$ cat config.mk
export PLATFORM = sky130hd
export DESIGN_NAME = ezwt_top
export DESIGN_NICKNAME = d
export VERILOG_FILES = /design/src/hw/ezwt_ready_sync.v /design/src/hw/ezwt_top.v
export VERILOG_INCLUDE_DIRS = /design/src /design/src/common
export SDC_FILE = /design/constraint.sdc
export NUM_CORES = 1
export LEC_CHECK = 0
export ABC_AREA = 1
export BUFFER_PORTS_ARGS = -buffer_cell sky130_fd_sc_hd__buf_2
export CORE_UTILIZATION = 35
export CTS_BUF_LIST = sky130_fd_sc_hd__clkbuf_2 sky130_fd_sc_hd__clkbuf_4 sky130_fd_sc_hd__clkbuf_8
export DETAILED_ROUTE_END_ITERATION = 7
export GPL_ROUTABILITY_DRIVEN = 0
export GPL_TIMING_DRIVEN = 1
export PLACE_DENSITY = 0.6
export SLEW_MARGIN = 20
export SYNTH_ARGS = -nofsm -noshare
export SYNTH_HDL_FRONTEND = slang
export SYNTH_SLANG_ARGS = --single-unit
$ cat constraint.sdc
create_clock -name CLK_IN -period 2.23 [get_ports CLK_IN]
set_clock_uncertainty 0.1 [all_clocks]
set_input_delay 0.3345 -clock CLK_IN [delete_from_list [all_inputs] [get_ports CLK_IN]]
set_output_delay 0.3345 -clock CLK_IN [all_outputs]
set_load 0.05 [all_outputs]
$ cat src/common/ezwt_defs.vh
// constants for the external zone wait timing block
`ifndef EZWT_DEFS_VH
`define EZWT_DEFS_VH
`define EZWT_LEAD_W 2
`define EZWT_ACT_W 3
`define EZWT_TRAIL_W 2
// field positions inside one zone timing word
`define EZWT_WR_TRAIL_LSB 0
`define EZWT_WR_ACT_LSB 2
`define EZWT_WR_LEAD_LSB 5
`define EZWT_RD_TRAIL_LSB 7
`define EZWT_RD_ACT_LSB 9
`define EZWT_RD_LEAD_LSB 12
`define EZWT_READY_SYNC_BIT 14
`define EZWT_READY_EN_BIT 15
`define EZWT_DOUBLE_BIT 16
`define EZWT_TIMING_W 17
`define EZWT_TIMING_RESET 17'h1ffff
`define EZWT_ZONES 3
`endif

$ cat src/hw/ezwt_ready_sync.v
// ready input conditioning: synchroniser plus sync or async sampling
`timescale 1ns/1ps
module ezwt_ready_sync (
    input wire clk_in,
    input wire rst_in,
    input wire ready_pin_in,
    input wire async_mode_in,
    output reg ready_out
);
    reg meta;
    reg sync1;
    reg sync2;
    always @(posedge clk_in or posedge rst_in) begin
        if (rst_in) begin
            meta <= 1'b0;
            sync1 <= 1'b0;
            sync2 <= 1'b0;
        end else begin
            meta <= ready_pin_in;
            sync1 <= meta;
            sync2 <= sync1;
        end
    end
    // no output register: a shortest legal lead plus active must still see
    // the pin as it stood after select fell, not the idle pull-up level
    // async mode takes one more stage for extra settling margin
    always @* begin
        ready_out = async_mode_in ? sync2 : sync1;
    end
endmodule // ezwt_ready_sync

$ cat src/hw/ezwt_top.v
// access phase sequencer for the zoned external parallel interface
`timescale 1ns/1ps
`include "ezwt_defs.vh"
// Summary of operation
// each access runs lead, active, trail; a zero trail count ends the access after active
// one timing register word per zone
// read lead is count, doubled if scaled
// read active is count, waits, plus one
// read trail is count, doubled if scaled
// write lead is count, doubled if scaled
// write active is count, waits, plus one
// write trail is count, doubled if scaled
// ready ignored means zero wait states
// illegal settings run unchecked, no error
// ready ignored, synchronous or asynchronous
// host keeps lead at least one
// sync mode host keeps lead, active nonzero
// async mode write active two cycles
// async mode lead plus active at least four
// strobes change on timing clock edge
// external clock full or half, aligned; at full rate XCLK_OUT toggles every cycle and starts ignore its phase
// active stretches until ready seen
// addressed zone and direction pick fields
module ezwt_top #(
    parameter ZONES = `EZWT_ZONES
) (
    input wire CLK_IN,
    input wire RST_IN,
    input wire [`EZWT_TIMING_W*ZONES-1:0] ZONE_TIMING_IN,
    input wire HALF_XCLK_IN,
    input wire REQ_IN,
    input wire REQ_WRITE_IN,
    input wire [1:0] REQ_ZONE_IN,
    input wire READY_PIN_IN,
    output reg BUSY_OUT,
    output reg DONE_OUT,
    output reg ZONE_CS_N_OUT,
    output reg RD_N_OUT,
    output reg WE_N_OUT,
    output reg RNW_OUT,
    output reg XCLK_OUT,
    output reg [1:0] PHASE_OUT,
    output reg [7:0] WAIT_STATES_OUT
);
    localparam ST_IDLE = 2'h0;
    localparam ST_LEAD = 2'h1;
    localparam ST_ACT = 2'h2;
    localparam ST_TRAIL = 2'h3;

    ////////////////////////////////////////////////////////////////////////
    // field decode, shared by the start of every phase
    function [4:0] phase_len;
        input [`EZWT_TIMING_W-1:0] t;
        input wr;
        input [1:0] ph;
        reg [2:0] raw;
        begin
            raw = 3'h0;
            case (ph)
                ST_LEAD: raw = wr ? {1'b0, t[`EZWT_WR_LEAD_LSB +: 2]}
                                  : {1'b0, t[`EZWT_RD_LEAD_LSB +: 2]};
                ST_ACT: raw = wr ? t[`EZWT_WR_ACT_LSB +: 3]
                                 : t[`EZWT_RD_ACT_LSB +: 3];
                ST_TRAIL: raw = wr ? {1'b0, t[`EZWT_WR_TRAIL_LSB +: 2]}
                                   : {1'b0, t[`EZWT_RD_TRAIL_LSB +: 2]};
                default: raw = 3'h0;
            endcase
            // doubling applies to the programmed part only
            phase_len = t[`EZWT_DOUBLE_BIT] ? {1'b0, raw, 1'b0}
                                            : {2'h0, raw};
            if (ph == ST_ACT)
                phase_len = phase_len + 5'h01;
        end
    endfunction

    reg [`EZWT_TIMING_W-1:0] cur;
    reg wr;
    reg [1:0] state;
    reg [4:0] cnt;
    reg [1:0] zone_q;
    wire ready_q;
    wire use_ready = cur[`EZWT_READY_EN_BIT];
    wire [`EZWT_TIMING_W-1:0] sel_timing;
    // out-of-range zone falls to zone 0; settings are never checked
    assign sel_timing = (REQ_ZONE_IN < ZONES) ?
        ZONE_TIMING_IN[REQ_ZONE_IN*`EZWT_TIMING_W +: `EZWT_TIMING_W] :
        ZONE_TIMING_IN[`EZWT_TIMING_W-1:0];

    ezwt_ready_sync u_ready (
        .clk_in(CLK_IN),
        .rst_in(RST_IN),
        .ready_pin_in(READY_PIN_IN),
        .async_mode_in(cur[`EZWT_READY_SYNC_BIT]),
        .ready_out(ready_q)
    );

    ////////////////////////////////////////////////////////////////////////
    // external clock divider; at half rate accesses start only on its rising phase
    reg xclk_phase;
    wire start_ok = !HALF_XCLK_IN || !xclk_phase;
    always @(posedge CLK_IN or posedge RST_IN) begin
        if (RST_IN) begin
            xclk_phase <= 1'b0;
            XCLK_OUT <= 1'b0;
        end else begin
            xclk_phase <= HALF_XCLK_IN ? ~xclk_phase : 1'b0;
            // full rate is approximated as a level toggling every cycle
            XCLK_OUT <= HALF_XCLK_IN ? ~xclk_phase : ~XCLK_OUT;
        end
    end

    ////////////////////////////////////////////////////////////////////////
    // phase sequencer, one count per timing clock
    reg [1:0] next_state;
    reg [4:0] next_len;
    always @* begin
        next_state = state;
        next_len = cnt;
        case (state)
            ST_IDLE: begin
                next_state = ST_LEAD;
                next_len = phase_len(sel_timing, REQ_WRITE_IN, ST_LEAD);
            end
            ST_LEAD: begin
                next_state = ST_ACT;
                next_len = phase_len(cur, wr, ST_ACT);
            end
            ST_ACT: begin
                next_state = ST_TRAIL;
                next_len = phase_len(cur, wr, ST_TRAIL);
            end
            ST_TRAIL: begin
                next_state = ST_IDLE;
                next_len = 5'h00;
            end
            default: begin
                next_state = ST_IDLE;
                next_len = 5'h00;
            end
        endcase
    end

    wire phase_end = (cnt <= 5'h01);
    // a zero trail ends the access with active; a zero lead still costs
    // one cycle, as illegal settings are run as they come
    wire skip_trail = (next_state == ST_TRAIL) && (next_len == 5'h00);
    wire hold_act = (state == ST_ACT) && use_ready && !ready_q;

    always @(posedge CLK_IN or posedge RST_IN) begin
        if (RST_IN) begin
            state <= ST_IDLE;
            cnt <= 5'h00;
            cur <= `EZWT_TIMING_RESET;
            wr <= 1'b0;
            zone_q <= 2'h0;
            BUSY_OUT <= 1'b0;
            DONE_OUT <= 1'b0;
            ZONE_CS_N_OUT <= 1'b1;
            RD_N_OUT <= 1'b1;
            WE_N_OUT <= 1'b1;
            RNW_OUT <= 1'b1;
            PHASE_OUT <= ST_IDLE;
            WAIT_STATES_OUT <= 8'h00;
        end else begin
            DONE_OUT <= 1'b0;
            if (state == ST_IDLE) begin
                if (REQ_IN && start_ok) begin
                    cur <= sel_timing;
                    wr <= REQ_WRITE_IN;
                    zone_q <= REQ_ZONE_IN;
                    BUSY_OUT <= 1'b1;
                    ZONE_CS_N_OUT <= 1'b0;
                    RNW_OUT <= ~REQ_WRITE_IN;
                    WAIT_STATES_OUT <= 8'h00;
                    cnt <= next_len;
                    state <= ST_LEAD;
                end
            end else if (cnt != 5'h00 && !phase_end) begin
                cnt <= cnt - 5'h01;
            end else if (hold_act && cnt <= 5'h01) begin
                // stretch active until ready is sampled high
                WAIT_STATES_OUT <= WAIT_STATES_OUT + 8'h01;
                cnt <= 5'h01;
            end else begin
                state <= skip_trail ? ST_IDLE : next_state;
                cnt <= next_len;
                if (next_state == ST_ACT) begin
                    RD_N_OUT <= wr;
                    WE_N_OUT <= ~wr;
                end
                if (next_state == ST_TRAIL) begin
                    RD_N_OUT <= 1'b1;
                    WE_N_OUT <= 1'b1;
                end
                if (next_state == ST_IDLE || skip_trail) begin
                    ZONE_CS_N_OUT <= 1'b1;
                    RNW_OUT <= 1'b1;
                    BUSY_OUT <= 1'b0;
                    DONE_OUT <= 1'b1;
                end
            end
            PHASE_OUT <= state;
        end
    end
endmodule // ezwt_top
Yosys cells after proc, flatten, opt, wreduce, memory -nomap -nowiden
Index checks and enable logic that the tools add are counted.
{ "totals": {"register_bits": 46, "latchBits": 0, "mem_bits_rw": 0, "romBits": 0, "in_bits": 59, "wordCells": 109, "n_memories": 0} }
{ "classes": {"add_sub_neg": 3, "mul": 1, "div": 0, "order_cmp": 2, "eq_ne": 8, "n_shift": 1, "n_mux": 46, "bitwise": 7, "n_reduce_logical": 24} }
{ "op_table": {"columns": ["op", "n"], "rows": [
  ["$shiftx A51 B8 Y17", 1],
  ["$mux W8", 4],
  ["$mux W1", 23],
  ["$mux W5", 4],
  ["$pmux W5 S4", 1],
  ["$mux W17", 1],
  ["$mux W2", 7],
  ["$mux W3", 4],
  ["$add A8 B1 Y8 const B", 1],
  ["$eq A2 B2 Y1 const B", 4],
  ["$pmux W2 S4", 1],
  ["$reduce_and A4 Y1", 2],
  ["$mul A2 B5 Y7 const B", 1],
  ["$not A1 Y1", 7],
  ["$logic_and A1 B1 Y1", 6],
  ["$reduce_and A3 Y1", 2],
  ["$reduce_bool A2 Y1", 3],
  ["$add A4 B1 Y5 const B", 1],
  ["$le A5 B1 Y1 const B", 1],
  ["$logic_not A5 Y1", 1],
  ["$reduce_bool A5 Y1", 1],
  ["$sub A5 B1 Y5 const B", 1],
  ["$logic_not A1 Y1", 4],
  ["$logic_not A2 Y1", 2],
  ["other kinds (7)", 9]
]} }

Longest topological paths before layout
Gate-level depths: netlist (run 1).
{ "logic_depth": {"word_depth": 13, "depth_mapped": 17} }

Hierarchy
From an unflattened synthesis (run 1), not the netlist that was laid out.
{ "hier_totals": {"cells_unflattened": 373, "area_unflattened_um2": 2647.5} }
{ "by_module_without_submodules": {"columns": ["module", "n_inst", "cells_per_inst", "area_per_inst_um2", "seq_area_each_um2"], "rows": [
  ["ezwt_top", 1, 365, 2553.7, 997.2],
  ["ezwt_ready_sync", 1, 8, 93.8, 75.1]
]} }

Worst setup path after synthesis (run 1)
Ideal clock, no wire load.
{ "synth_timing": {"path_kind": "reg-to-reg", "start": "register cur[16]", "end": "register BUSY_OUT", "arrival_time_ns": 1.860, "required_time_ns": 2.000, "slack_ns": 0.140, "path_stages_with_launch": 16, "path_buffers": 1, "period_less_slack_ns": 2.090, "cell_sequence": "dfstp_2 buf_2 inv_1 nand2_1 o21ai_0 ha_1 nand2_1 nand3_1 nand2_1 nand3_2 nor2_2 nand3_2 nand2_2 nand2_2 nand2_1 nand2_1"} }
{ "synth_between": {"elab_chain_len": 8} }
{ "synth_rtl": {"columns": ["item", "line_no", "rtl"], "rows": [
  ["start: declaration", "ezwt_top.v:76", "reg [`EZWT_TIMING_W-1:0] cur;"],
  ["start signal: assignment", "ezwt_top.v:153", "cur <= `EZWT_TIMING_RESET;"],
  ["start signal: assignment", "ezwt_top.v:168", "cur <= sel_timing;"],
  ["$mux W4", "ezwt_top.v:69", "phase_len = t[`EZWT_DOUBLE_BIT] ? {1'b0, raw, 1'b0}"],
  ["$add A4 B1 Y5", "ezwt_top.v:72", "phase_len = phase_len + 5'h01;"],
  ["$pmux W5 S4 *", "ezwt_top.v:119", "case (state)"],
  ["$logic_not A5 Y1 *", "ezwt_top.v:146", "wire skip_trail = (next_state == ST_TRAIL) && (next_len == 5'h00);"],
  ["$logic_and A1 B1 Y1 *", "ezwt_top.v:146", null],
  ["$logic_or A1 B1 Y1 *", "ezwt_top.v:195", "if (next_state == ST_IDLE || skip_trail) begin"],
  ["$reduce_bool A2 Y1 (no source line) *", null, null],
  ["$reduce_and A4 Y1 (no source line) *", null, null],
  ["end signal: assignment", "ezwt_top.v:156", "BUSY_OUT <= 1'b0;"],
  ["end signal: assignment", "ezwt_top.v:171", "BUSY_OUT <= 1'b1;"],
  ["end signal: assignment", "ezwt_top.v:198", "BUSY_OUT <= 1'b0;"],
  ["end: declaration", "ezwt_top.v:35", "output reg BUSY_OUT,"]
]} }
Every way passes the cells marked *; elsewhere a longest branch is shown, timed or not.
A chain may end at the register's enable or synchronous reset.

Worst setup path after layout (run 1)
{ "layout_timing": {"start": "register cur[2]", "end": "register BUSY_OUT"} }
{ "layout_between": {"elab_chain_len": 10} }
{ "layout_rtl": {"columns": ["item", "line_no", "rtl"], "rows": [
  ["$mux W3", "ezwt_top.v:62", "ST_ACT: raw = wr ? t[`EZWT_WR_ACT_LSB +: 3]"],
  ["$mux W3", "ezwt_top.v:119", null],
  ["$mux W4", "ezwt_top.v:69", null],
  ["$add A4 B1 Y5", "ezwt_top.v:72", null],
  ["$pmux W5 S4", "ezwt_top.v:119", null],
  ["$logic_not A5 Y1", "ezwt_top.v:146", null],
  ["$logic_and A1 B1 Y1", "ezwt_top.v:146", null],
  ["$logic_or A1 B1 Y1", "ezwt_top.v:195", null],
  ["$reduce_bool A2 Y1 (no source line)", null, null],
  ["$reduce_and A4 Y1 (no source line)", null, null]
]} }
No other way between the ends. The select of a mux whose other input is x is not followed.

==> summary.md, run 1 <==
| Metric | Value |
|---|---|
| Status | finished clean |
| Die width | 89.1 microns |
| CP required | 2.32 ns |
| Netlist Area Pre-Place | 2660 sq um |
| Slew Limit Headroom | 64.6% |
| First-pass GRT wire length | 11100 microns |
| Critical path data arrival time | 2.17 ns |
| Final Hold Fails | 0 |
| Ys Warns | 0 |
| Cell variety after synth | 44 |
| Cell chain of the critical path | inv_1 -> nand2_1 -> o21ai_2 -> o21ai_1 -> ha_2 -> nand2_1 -> nand3_1 -> nand2_1 -> nand3_2 -> nor2_4 -> nand3_2 -> nand2_2 -> nand2_2 -> nand2_1 -> nand2_1 |
| CTS max path bufs | 2 |
| Worst vdd ir | 0.000352 V |
| Gr ovfl total | 0 |
| RSZ-0062 raised after global routing | true |
| Largest net degree at the start of global routing | 43 |
| Yosys top cell area share | 23.6% |
| Vias per inst | 4.82 |
| Placed Area | 3190 sq um |
| Seq/Total Area, Yosys | 40.4% |
| Top Ports | 76 |
| Worst hold stages | 1 |
| CP max FO | 4 |
| Area delta synth->final | 25.6% |
| Number of I/O port buffers | 75 |
| Final nets | 507 |
| Detailed placer's ending HPWL | 5210 microns |
| RR Startpoint | cur[2]$_DFFE_PP1P_ |
| Htree depth | 2 |
| Critical path launch point type | flip-flop |
| Fin area | 3340 sq um |
| Critical Path Max Stage Delay | 0.52 ns |
| Final setup vio count | 0 |
| Pre-CTS setup slack | 0.0943 ns |
| Starting Density | 36.4% |
| Cell mode on critical path | nand2_1 |
| Most frequent cells in the layout | 82 x nand2_1, 75 x buf_2, 40 x a21oi_1, 34 x inv_1, 29 x nand3_1 |
| Initial antenna violation count | 0 |
| Pleak | 0.00167 uW |
| Worst-skew pair later-pin latency | 0.29 ns |
| Post-layout min period | 2.08 ns |
| Die height | 89.1 microns |
| HP Class | in2reg |
| CP Capture Type | flip-flop |
| Initial drt markers | 86 |
| Final antenna-violating net count | 0 |
| Antenna cells | 0 |
| Slew @ Worst Pin | 0.532 ns |
| Reg2Reg Depth | 15 |
| Max-cap violations | 0 |
| DRT Pass-1 Iters | 4 |
| Die area | 7940 sq um |
| GRT Overall Usage | 18.2% |
| Most common cell after layout, fill and taps aside | nand2_1 |
| Final period utilization | 93.3% |
| Clock transition at path regs | 0.08 ns |
| Hold Path Sink | u_ready.meta$_DFF_PP0_ |
| Share of cells above drive strength 1 | 31.7% |
| Drt total wl | 6660 microns |
| Clock Sinks | 42 |
| Rows | 31 |
| Residual DRC count | 0 |
| Final worst slack | 0.149 ns |
| Top delay family on crit path | simple AND/OR/NAND/NOR gates |
| Via Count | 2604 |
| Top cells by area, synth | dfrtp_1 24%, dfstp_2 17%, nand2_1 12% |
| Post-synthesis register bit count | 42 |
| Vias in the first global route | 2427 |
| CP Class | reg2reg |
| Final count of pins violating max slew | 0 |
| Hold_buf cts | 0 |
| Syn Nets | 421 |
| Post-Syn Instances | 354 |
| Hold Crit Start | READY_PIN_IN |
| WL/cell | 12.3 microns |
| Post-synth top area cell | dfrtp_1 |
| Core ar. | 7290 sq um |
| Worst path buffer plus inverter count | 1 |
| CP startpoint | cur[2]$_DFFE_PP1P_ |
| Reg2reg end | BUSY_OUT$_DFFE_PP0P_ |
| Syn avg cell area | 7.50 sq um |
| Register-to-register setup slack | 0.15 ns |
| CTS Buf Count | 5 |
| CP max stage cell | dfstp_2 |
| Power density over cell area | 1210 nW/um^2 |
| Maximum achievable frequency | 481 MHz |
| Clock Tree Root | clkbuf_8 |
| TritonCTS clock tree | built |
-- cell usage after synthesis --
cell type	count
dfstp_2	17
o22ai_1	4
xnor2_1	1
nor2_2	2
nand3_1	29
mux2i_1	1
a21boi_2	1
xor2_1	2
clkinv_1	1
o21ai_0	22
a21oi_2	2
nor4_1	1
nand2_4	1
o21bai_1	2
buf_6	1
o31ai_1	1
o41ai_1	2
a2bb2oi_1	4
or2_1	1
clkbuf_1	7
nand2_2	5
or2_2	1
a22oi_1	1
inv_1	36
dfrtp_1	25
a21boi_0	1
buf_4	2
a21oi_1	40
nor2_1	22
o21a_1	2
inv_4	1
a31oi_1	2
buf_2	2
ha_1	8
o21ai_1	3
nor3_2	1
nand4_1	1
o211ai_1	2
clkinv_4	1
nor2_4	1
a211oi_1	1
nor3_1	9
nand3_2	3
nand2_1	82
-- registers in the layout (all words and copies together) (netlist names) --
signal           cells
RNW_OUT              1
PHASE_OUT            2
BUSY_OUT             1
DONE_OUT             1
WAIT_STATES_OUT      8
wr                   1
u_ready.meta         1
xclk_phase           1
cur                 13
XCLK_OUT             1
RD_N_OUT             1
u_ready.sync1        1
state                2
u_ready.sync2        1
WE_N_OUT             1
cnt                  5
ZONE_CS_N_OUT        1
-- layout make-up --
type | instances | area (sq um)
repair buffers | 91 | 495
clock inverters | 3 | 40.0
well taps | 99 | 124
fillers | 764 | 3960
clock buffers | 5 | 68.8
inverters | 39 | 154
flip-flops and latches | 42 | 1070
multi-input cells | 261 | 1380
-- how the worst max path moves through the flow --
stage / end / cells after the start
after floorplan: BUSY_OUT$_DFFE_PP0P_ / 15
after global placement: BUSY_OUT$_DFFE_PP0P_ / 14
after detailed placement: BUSY_OUT$_DFFE_PP0P_ / 14
after CTS: BUSY_OUT$_DFFE_PP0P_ / 14
after global routing: BUSY_OUT$_DFFE_PP0P_ / 15
final: BUSY_OUT$_DFFE_PP0P_ / 15
-- repair_timing --
item | in CTS | in global routing
endpoints found under the setup margin | 0 | 6
resized for setup | 0 | 7
setup buffers | 0 | 3
-- worst register-to-register path, cell delays in order (launching register included) --
cell,delay [ns]
dfstp_2,0.52
inv_1,0.05
nand2_1,0.06
o21ai_2,0.07
o21ai_1,0.15
ha_2,0.28
nand2_1,0.05
nand3_1,0.07
nand2_1,0.08
nand3_2,0.11
nor2_4,0.11
nand3_2,0.08
nand2_2,0.07
nand2_2,0.07
nand2_1,0.07
nand2_1,0.04
-- power breakdown --
group	total [uW]	switching [uW]	internal, uW
logic	2140	1370	763
clock network	595	265	330
registers	1300	169	1130
total	4030	1810	2220
-- routing by layer --
layer | wire (microns) | vias up | GRT usage [%]
met5 | 0 | - | 0
met4 | 59 | 0 | 5.63
met3 | 357 | 6 | 3.14
met2 | 3100 | 87 | 30.5
met1 | 3150 | 1157 | 23.9
li1 | - | 1354 | -
-- kinds of logic after synthesis --
group           after synthesis  share of synthesized area (%)
compound gates               90                           19.5
xor+xnor                      3                          0.989
fa+ha+maj                     8                           3.77
buf+inv                      51                           8.15
flops                        42                           40.4
mux                           1                          0.377
simple gates                159                           26.8
-- through the flow --
stage | utilization [%] | setup TNS [ns] | power [uW] | cells | hold WS, ns
after floorplan | - | 0 | 2830 | 354 | 0.231
after global placement | 43.8 | 0 | 3350 | 529 | 0.232
after detailed placement | 43.8 | 0 | 3370 | 529 | 0.240
after CTS | 45.2 | 0 | 3980 | 537 | 0.0274
after global routing | 45.8 | -0.0143 | 4410 | 540 | 0.0362
final | 45.8 | 0 | 4030 | 540 | 0.0412
No activity file was read; power rests on OpenSTA's default activity.
==> run 2, diff against run 1 <==
- CELL_PAD_IN_SITES_DETAIL_PLACEMENT: not set -> 0
- CELL_PAD_IN_SITES_GLOBAL_PLACEMENT: not set -> 1
- PLACE_DENSITY: 0.6 -> 0.79
==> run 2 against run 1 <==
Effect of this change:
- register-to-register slack improved by 0.03 ns
- die area unchanged
- non-clock buffer count decreased by 5
- routed wire length increased by 1.1%
- clock-buffer cell count increased by 1
- maximum frequency increased by 1.4%
- cell count decreased by 0.93%
- sequential cell count unchanged
- sequential power about the same
- sequential share of layout area about the same
- first-iteration DRC count increased by 20%
- total power increased by 2.5%
==> summary.md, run 2 (synthesized netlist as in run 1, its figures left out) <==
| Metric | Value |
|---|---|
| Top reg by flops | cur (unchanged) |
| TritonCTS clock tree | built (unchanged) |
| CP max FO | 4 (unchanged) |
| Met2 wire len | 3100 microns (about the same) |
| DRT Pass-1 Iters | 4 (unchanged) |
| Comb pwr share | 50.2% (was 53.0%) |
| Initial drt markers | 103 (was 86) |
| Vias in the first global route | 2499 (was 2427) |
| Clock Tree Root | clkbuf_8 (unchanged) |
| Max-cap violations | 0 (unchanged) |
| Fin area | 3330 sq um (was 3340 sq um) |
| Worst vdd ir | 0.000370 V (was 0.000352 V) |
| RR Startpoint | cur[2]$_DFFE_PP1P_ (unchanged) |
| Worst-skew pair later-pin latency | 0.29 ns (about the same) |
| CTS max path bufs | 2 (unchanged) |
| Htree depth | 2 (unchanged) |
| Pint | 2320 uW (was 2220 uW) |
| Share of cells above drive strength 1 | 30.5% (was 31.7%) |
| CP required | 2.31 ns (was 2.32 ns) |
| Power density over cell area | 1240 nW/um^2 (was 1210 nW/um^2) |
| WL/cell | 12.6 microns (was 12.3 microns) |
| Slew Limit Headroom | 65.3% (was 64.6%) |
| Die area | 7940 sq um (unchanged) |
| Biggest regs | cur x13, WAIT_STATES_OUT x8, cnt x5 (unchanged) |
| GRT Overall Usage | 18.2% (about the same) |
| CTS Buf Count | 5 (unchanged) |
| Post-layout min period | 2.05 ns (was 2.08 ns) |
| Final count of pins violating max slew | 0 (unchanged) |
| Number of flip-flops in the largest register | 13 (unchanged) |
| Critical path data arrival time | 2.14 ns (was 2.17 ns) |
| Final Hold Fails | 0 (unchanged) |
| Reg2reg end | BUSY_OUT$_DFFE_PP0P_ (unchanged) |
| Vias per inst | 4.73 (was 4.82) |
| Rows | 31 (unchanged) |
| Slew @ Worst Pin | 0.521 ns (was 0.532 ns) |
| Clock transition at path regs | 0.08 ns (about the same) |
| Seq pwr share | 31.7% (was 32.2%) |
| Final setup vio count | 0 (unchanged) |
| Die height | 89.1 microns (unchanged) |
| Placed Area | 3170 sq um (was 3190 sq um) |
| Final nets | 502 (was 507) |
| DR top layer | met4 (unchanged) |
| Register-to-register setup slack | 0.18 ns (was 0.15 ns) |
| Initial antenna violation count | 0 (unchanged) |
| Hold Path Sink | u_ready.meta$_DFF_PP0_ (unchanged) |
| Residual DRC count | 0 (unchanged) |
| Metal-1 WL | 3270 microns (was 3150 microns) |
| Critical path launch point type | flip-flop (unchanged) |
| Metal3 WL | 327 microns (was 357 microns) |
| Hold_buf cts | 0 (unchanged) |
| Clock power frac | 18.1% (was 14.8%) |
| Reg2Reg Depth | 14 (was 15) |
| Detailed placer's ending HPWL | 5160 microns (was 5210 microns) |
| Clock Sinks | 42 (unchanged) |
| Number of I/O port buffers | 75 (unchanged) |
| Placed insts | 526 (was 529) |
| Antenna cells | 0 (unchanged) |
| Die width | 89.1 microns (unchanged) |
| Pleak | 0.00168 uW (was 0.00167 uW) |
| Area delta synth->final | 25.5% (was 25.6%) |
| Most frequent cells in the layout | 82 x nand2_1, 75 x buf_2, 40 x a21oi_1, 34 x inv_1, 29 x nand3_1 (unchanged) |
| Starting Density | 36.4% (unchanged) |
| Drt total wl | 6740 microns (was 6660 microns) |
| CP Class | reg2reg (unchanged) |
| Net Switching | 1810 uW (about the same) |
| Post-route insts no fill | 535 (was 540) |
| Worst hold slack | 0.0434 ns (was 0.0412 ns) |
| Final period utilization | 92.0% (was 93.3%) |
| Maximum achievable frequency | 487 MHz (was 481 MHz) |
| Switching portion of total power | 43.8% (was 44.8%) |
| Core ar. | 7290 sq um (unchanged) |
| Status | finished clean (unchanged) |
| HP Class | in2reg (unchanged) |
| Gr ovfl total | 0 (unchanged) |
| Final antenna-violating net count | 0 (unchanged) |
| Worst hold stages | 1 (unchanged) |
| Largest net degree at the start of global routing | 43 (unchanged) |
| CP Capture Type | flip-flop (unchanged) |
| Top Ports | 76 (unchanged) |
| Fill cells | 790 (was 764) |
| Via Count | 2533 (was 2604) |
| Hold Crit Start | READY_PIN_IN (unchanged) |
| Most common cell after layout, fill and taps aside | nand2_1 (unchanged) |
| First-pass GRT wire length | 11200 microns (was 11100 microns) |
==> run 2: cell type report <==
type                            count  area, sq um  share of cell area (%)
Clock inverter                      2         60.1                    1.80
Timing Repair Buffer               86          458                    13.7
Tap cell                           99          124                    3.72
Clock buffer                        6         82.6                    2.48
Sequential cell                    42         1070                    32.2
Multi-Input combinational cell    261         1380                    41.4
Inverter                           39          154                    4.62
==> run 2: critical path: stages (launching register included) <==
cell	delay (ns)
dfstp_2	0.52
inv_1	0.05
nand2_1	0.07
o21ai_2	0.09
o21ai_1	0.15
ha_1	0.17
nand3_1	0.10
nand3_1	0.09
nand2_1	0.06
a21boi_2	0.19
nand3_2	0.11
nand2_2	0.09
nand2_4	0.06
nand2_1	0.06
nand2_1	0.04
==> run 2: timing repair <==
item | in CTS | in global routing
setup endpoints to repair | 0 | 7
gates resized for setup | 0 | 7
buffers inserted | 0 | 1
==> run 2: routing by layer <==
metal | track usage, % | vias to the layer above
li1 | - | 1339
met1 | 23.5 | 1121
met2 | 31.3 | 69
met3 | 3.69 | 4
met4 | 4.33 | 0
met5 | 0 | -
==> run 2: stage by stage <==
step,util (%),TNS [ns],worst slack (ns),power [uW]
2_1_floorplan,-,0,0.140,2830
3_5_place_dp,43.4,0,0.0666,3330
4_1_cts,45.4,0,0.0571,4100
5_1_grt,45.7,-0.0203,-0.0203,4490
3_3_place_gp,43.4,0,0.118,3320
6_report,45.7,0,0.178,4130
==> run 2: power by group through the flow <==
stage / registers [uW] / clock network, uW / logic (uW)
5_1_grt: 1350 / 802 / 2340
2_1_floorplan: 1520 / 0 / 1300
3_3_place_gp: 1320 / 0 / 2000
6_report: 1310 / 746 / 2070
4_1_cts: 1320 / 768 / 2020
3_5_place_dp: 1330 / 0 / 2000
==> run 2: worst max-delay path by stage <==
stage / slack (ns) / depth (start not counted) / startpoint / end
after detailed placement: 0.07 / 15 / cur[2]$_DFFE_PP1P_ / BUSY_OUT$_DFFE_PP0P_
after global placement: 0.12 / 16 / wr$_DFFE_PP0P_ / BUSY_OUT$_DFFE_PP0P_
after global routing: -0.02 / 15 / cur[2]$_DFFE_PP1P_ / BUSY_OUT$_DFFE_PP0P_
after CTS: 0.06 / 15 / cur[2]$_DFFE_PP1P_ / BUSY_OUT$_DFFE_PP0P_
after floorplan: 0.14 / 15 / cur[16]$_DFFE_PP1P_ / BUSY_OUT$_DFFE_PP0P_
final: 0.18 / 14 / cur[2]$_DFFE_PP1P_ / BUSY_OUT$_DFFE_PP0P_
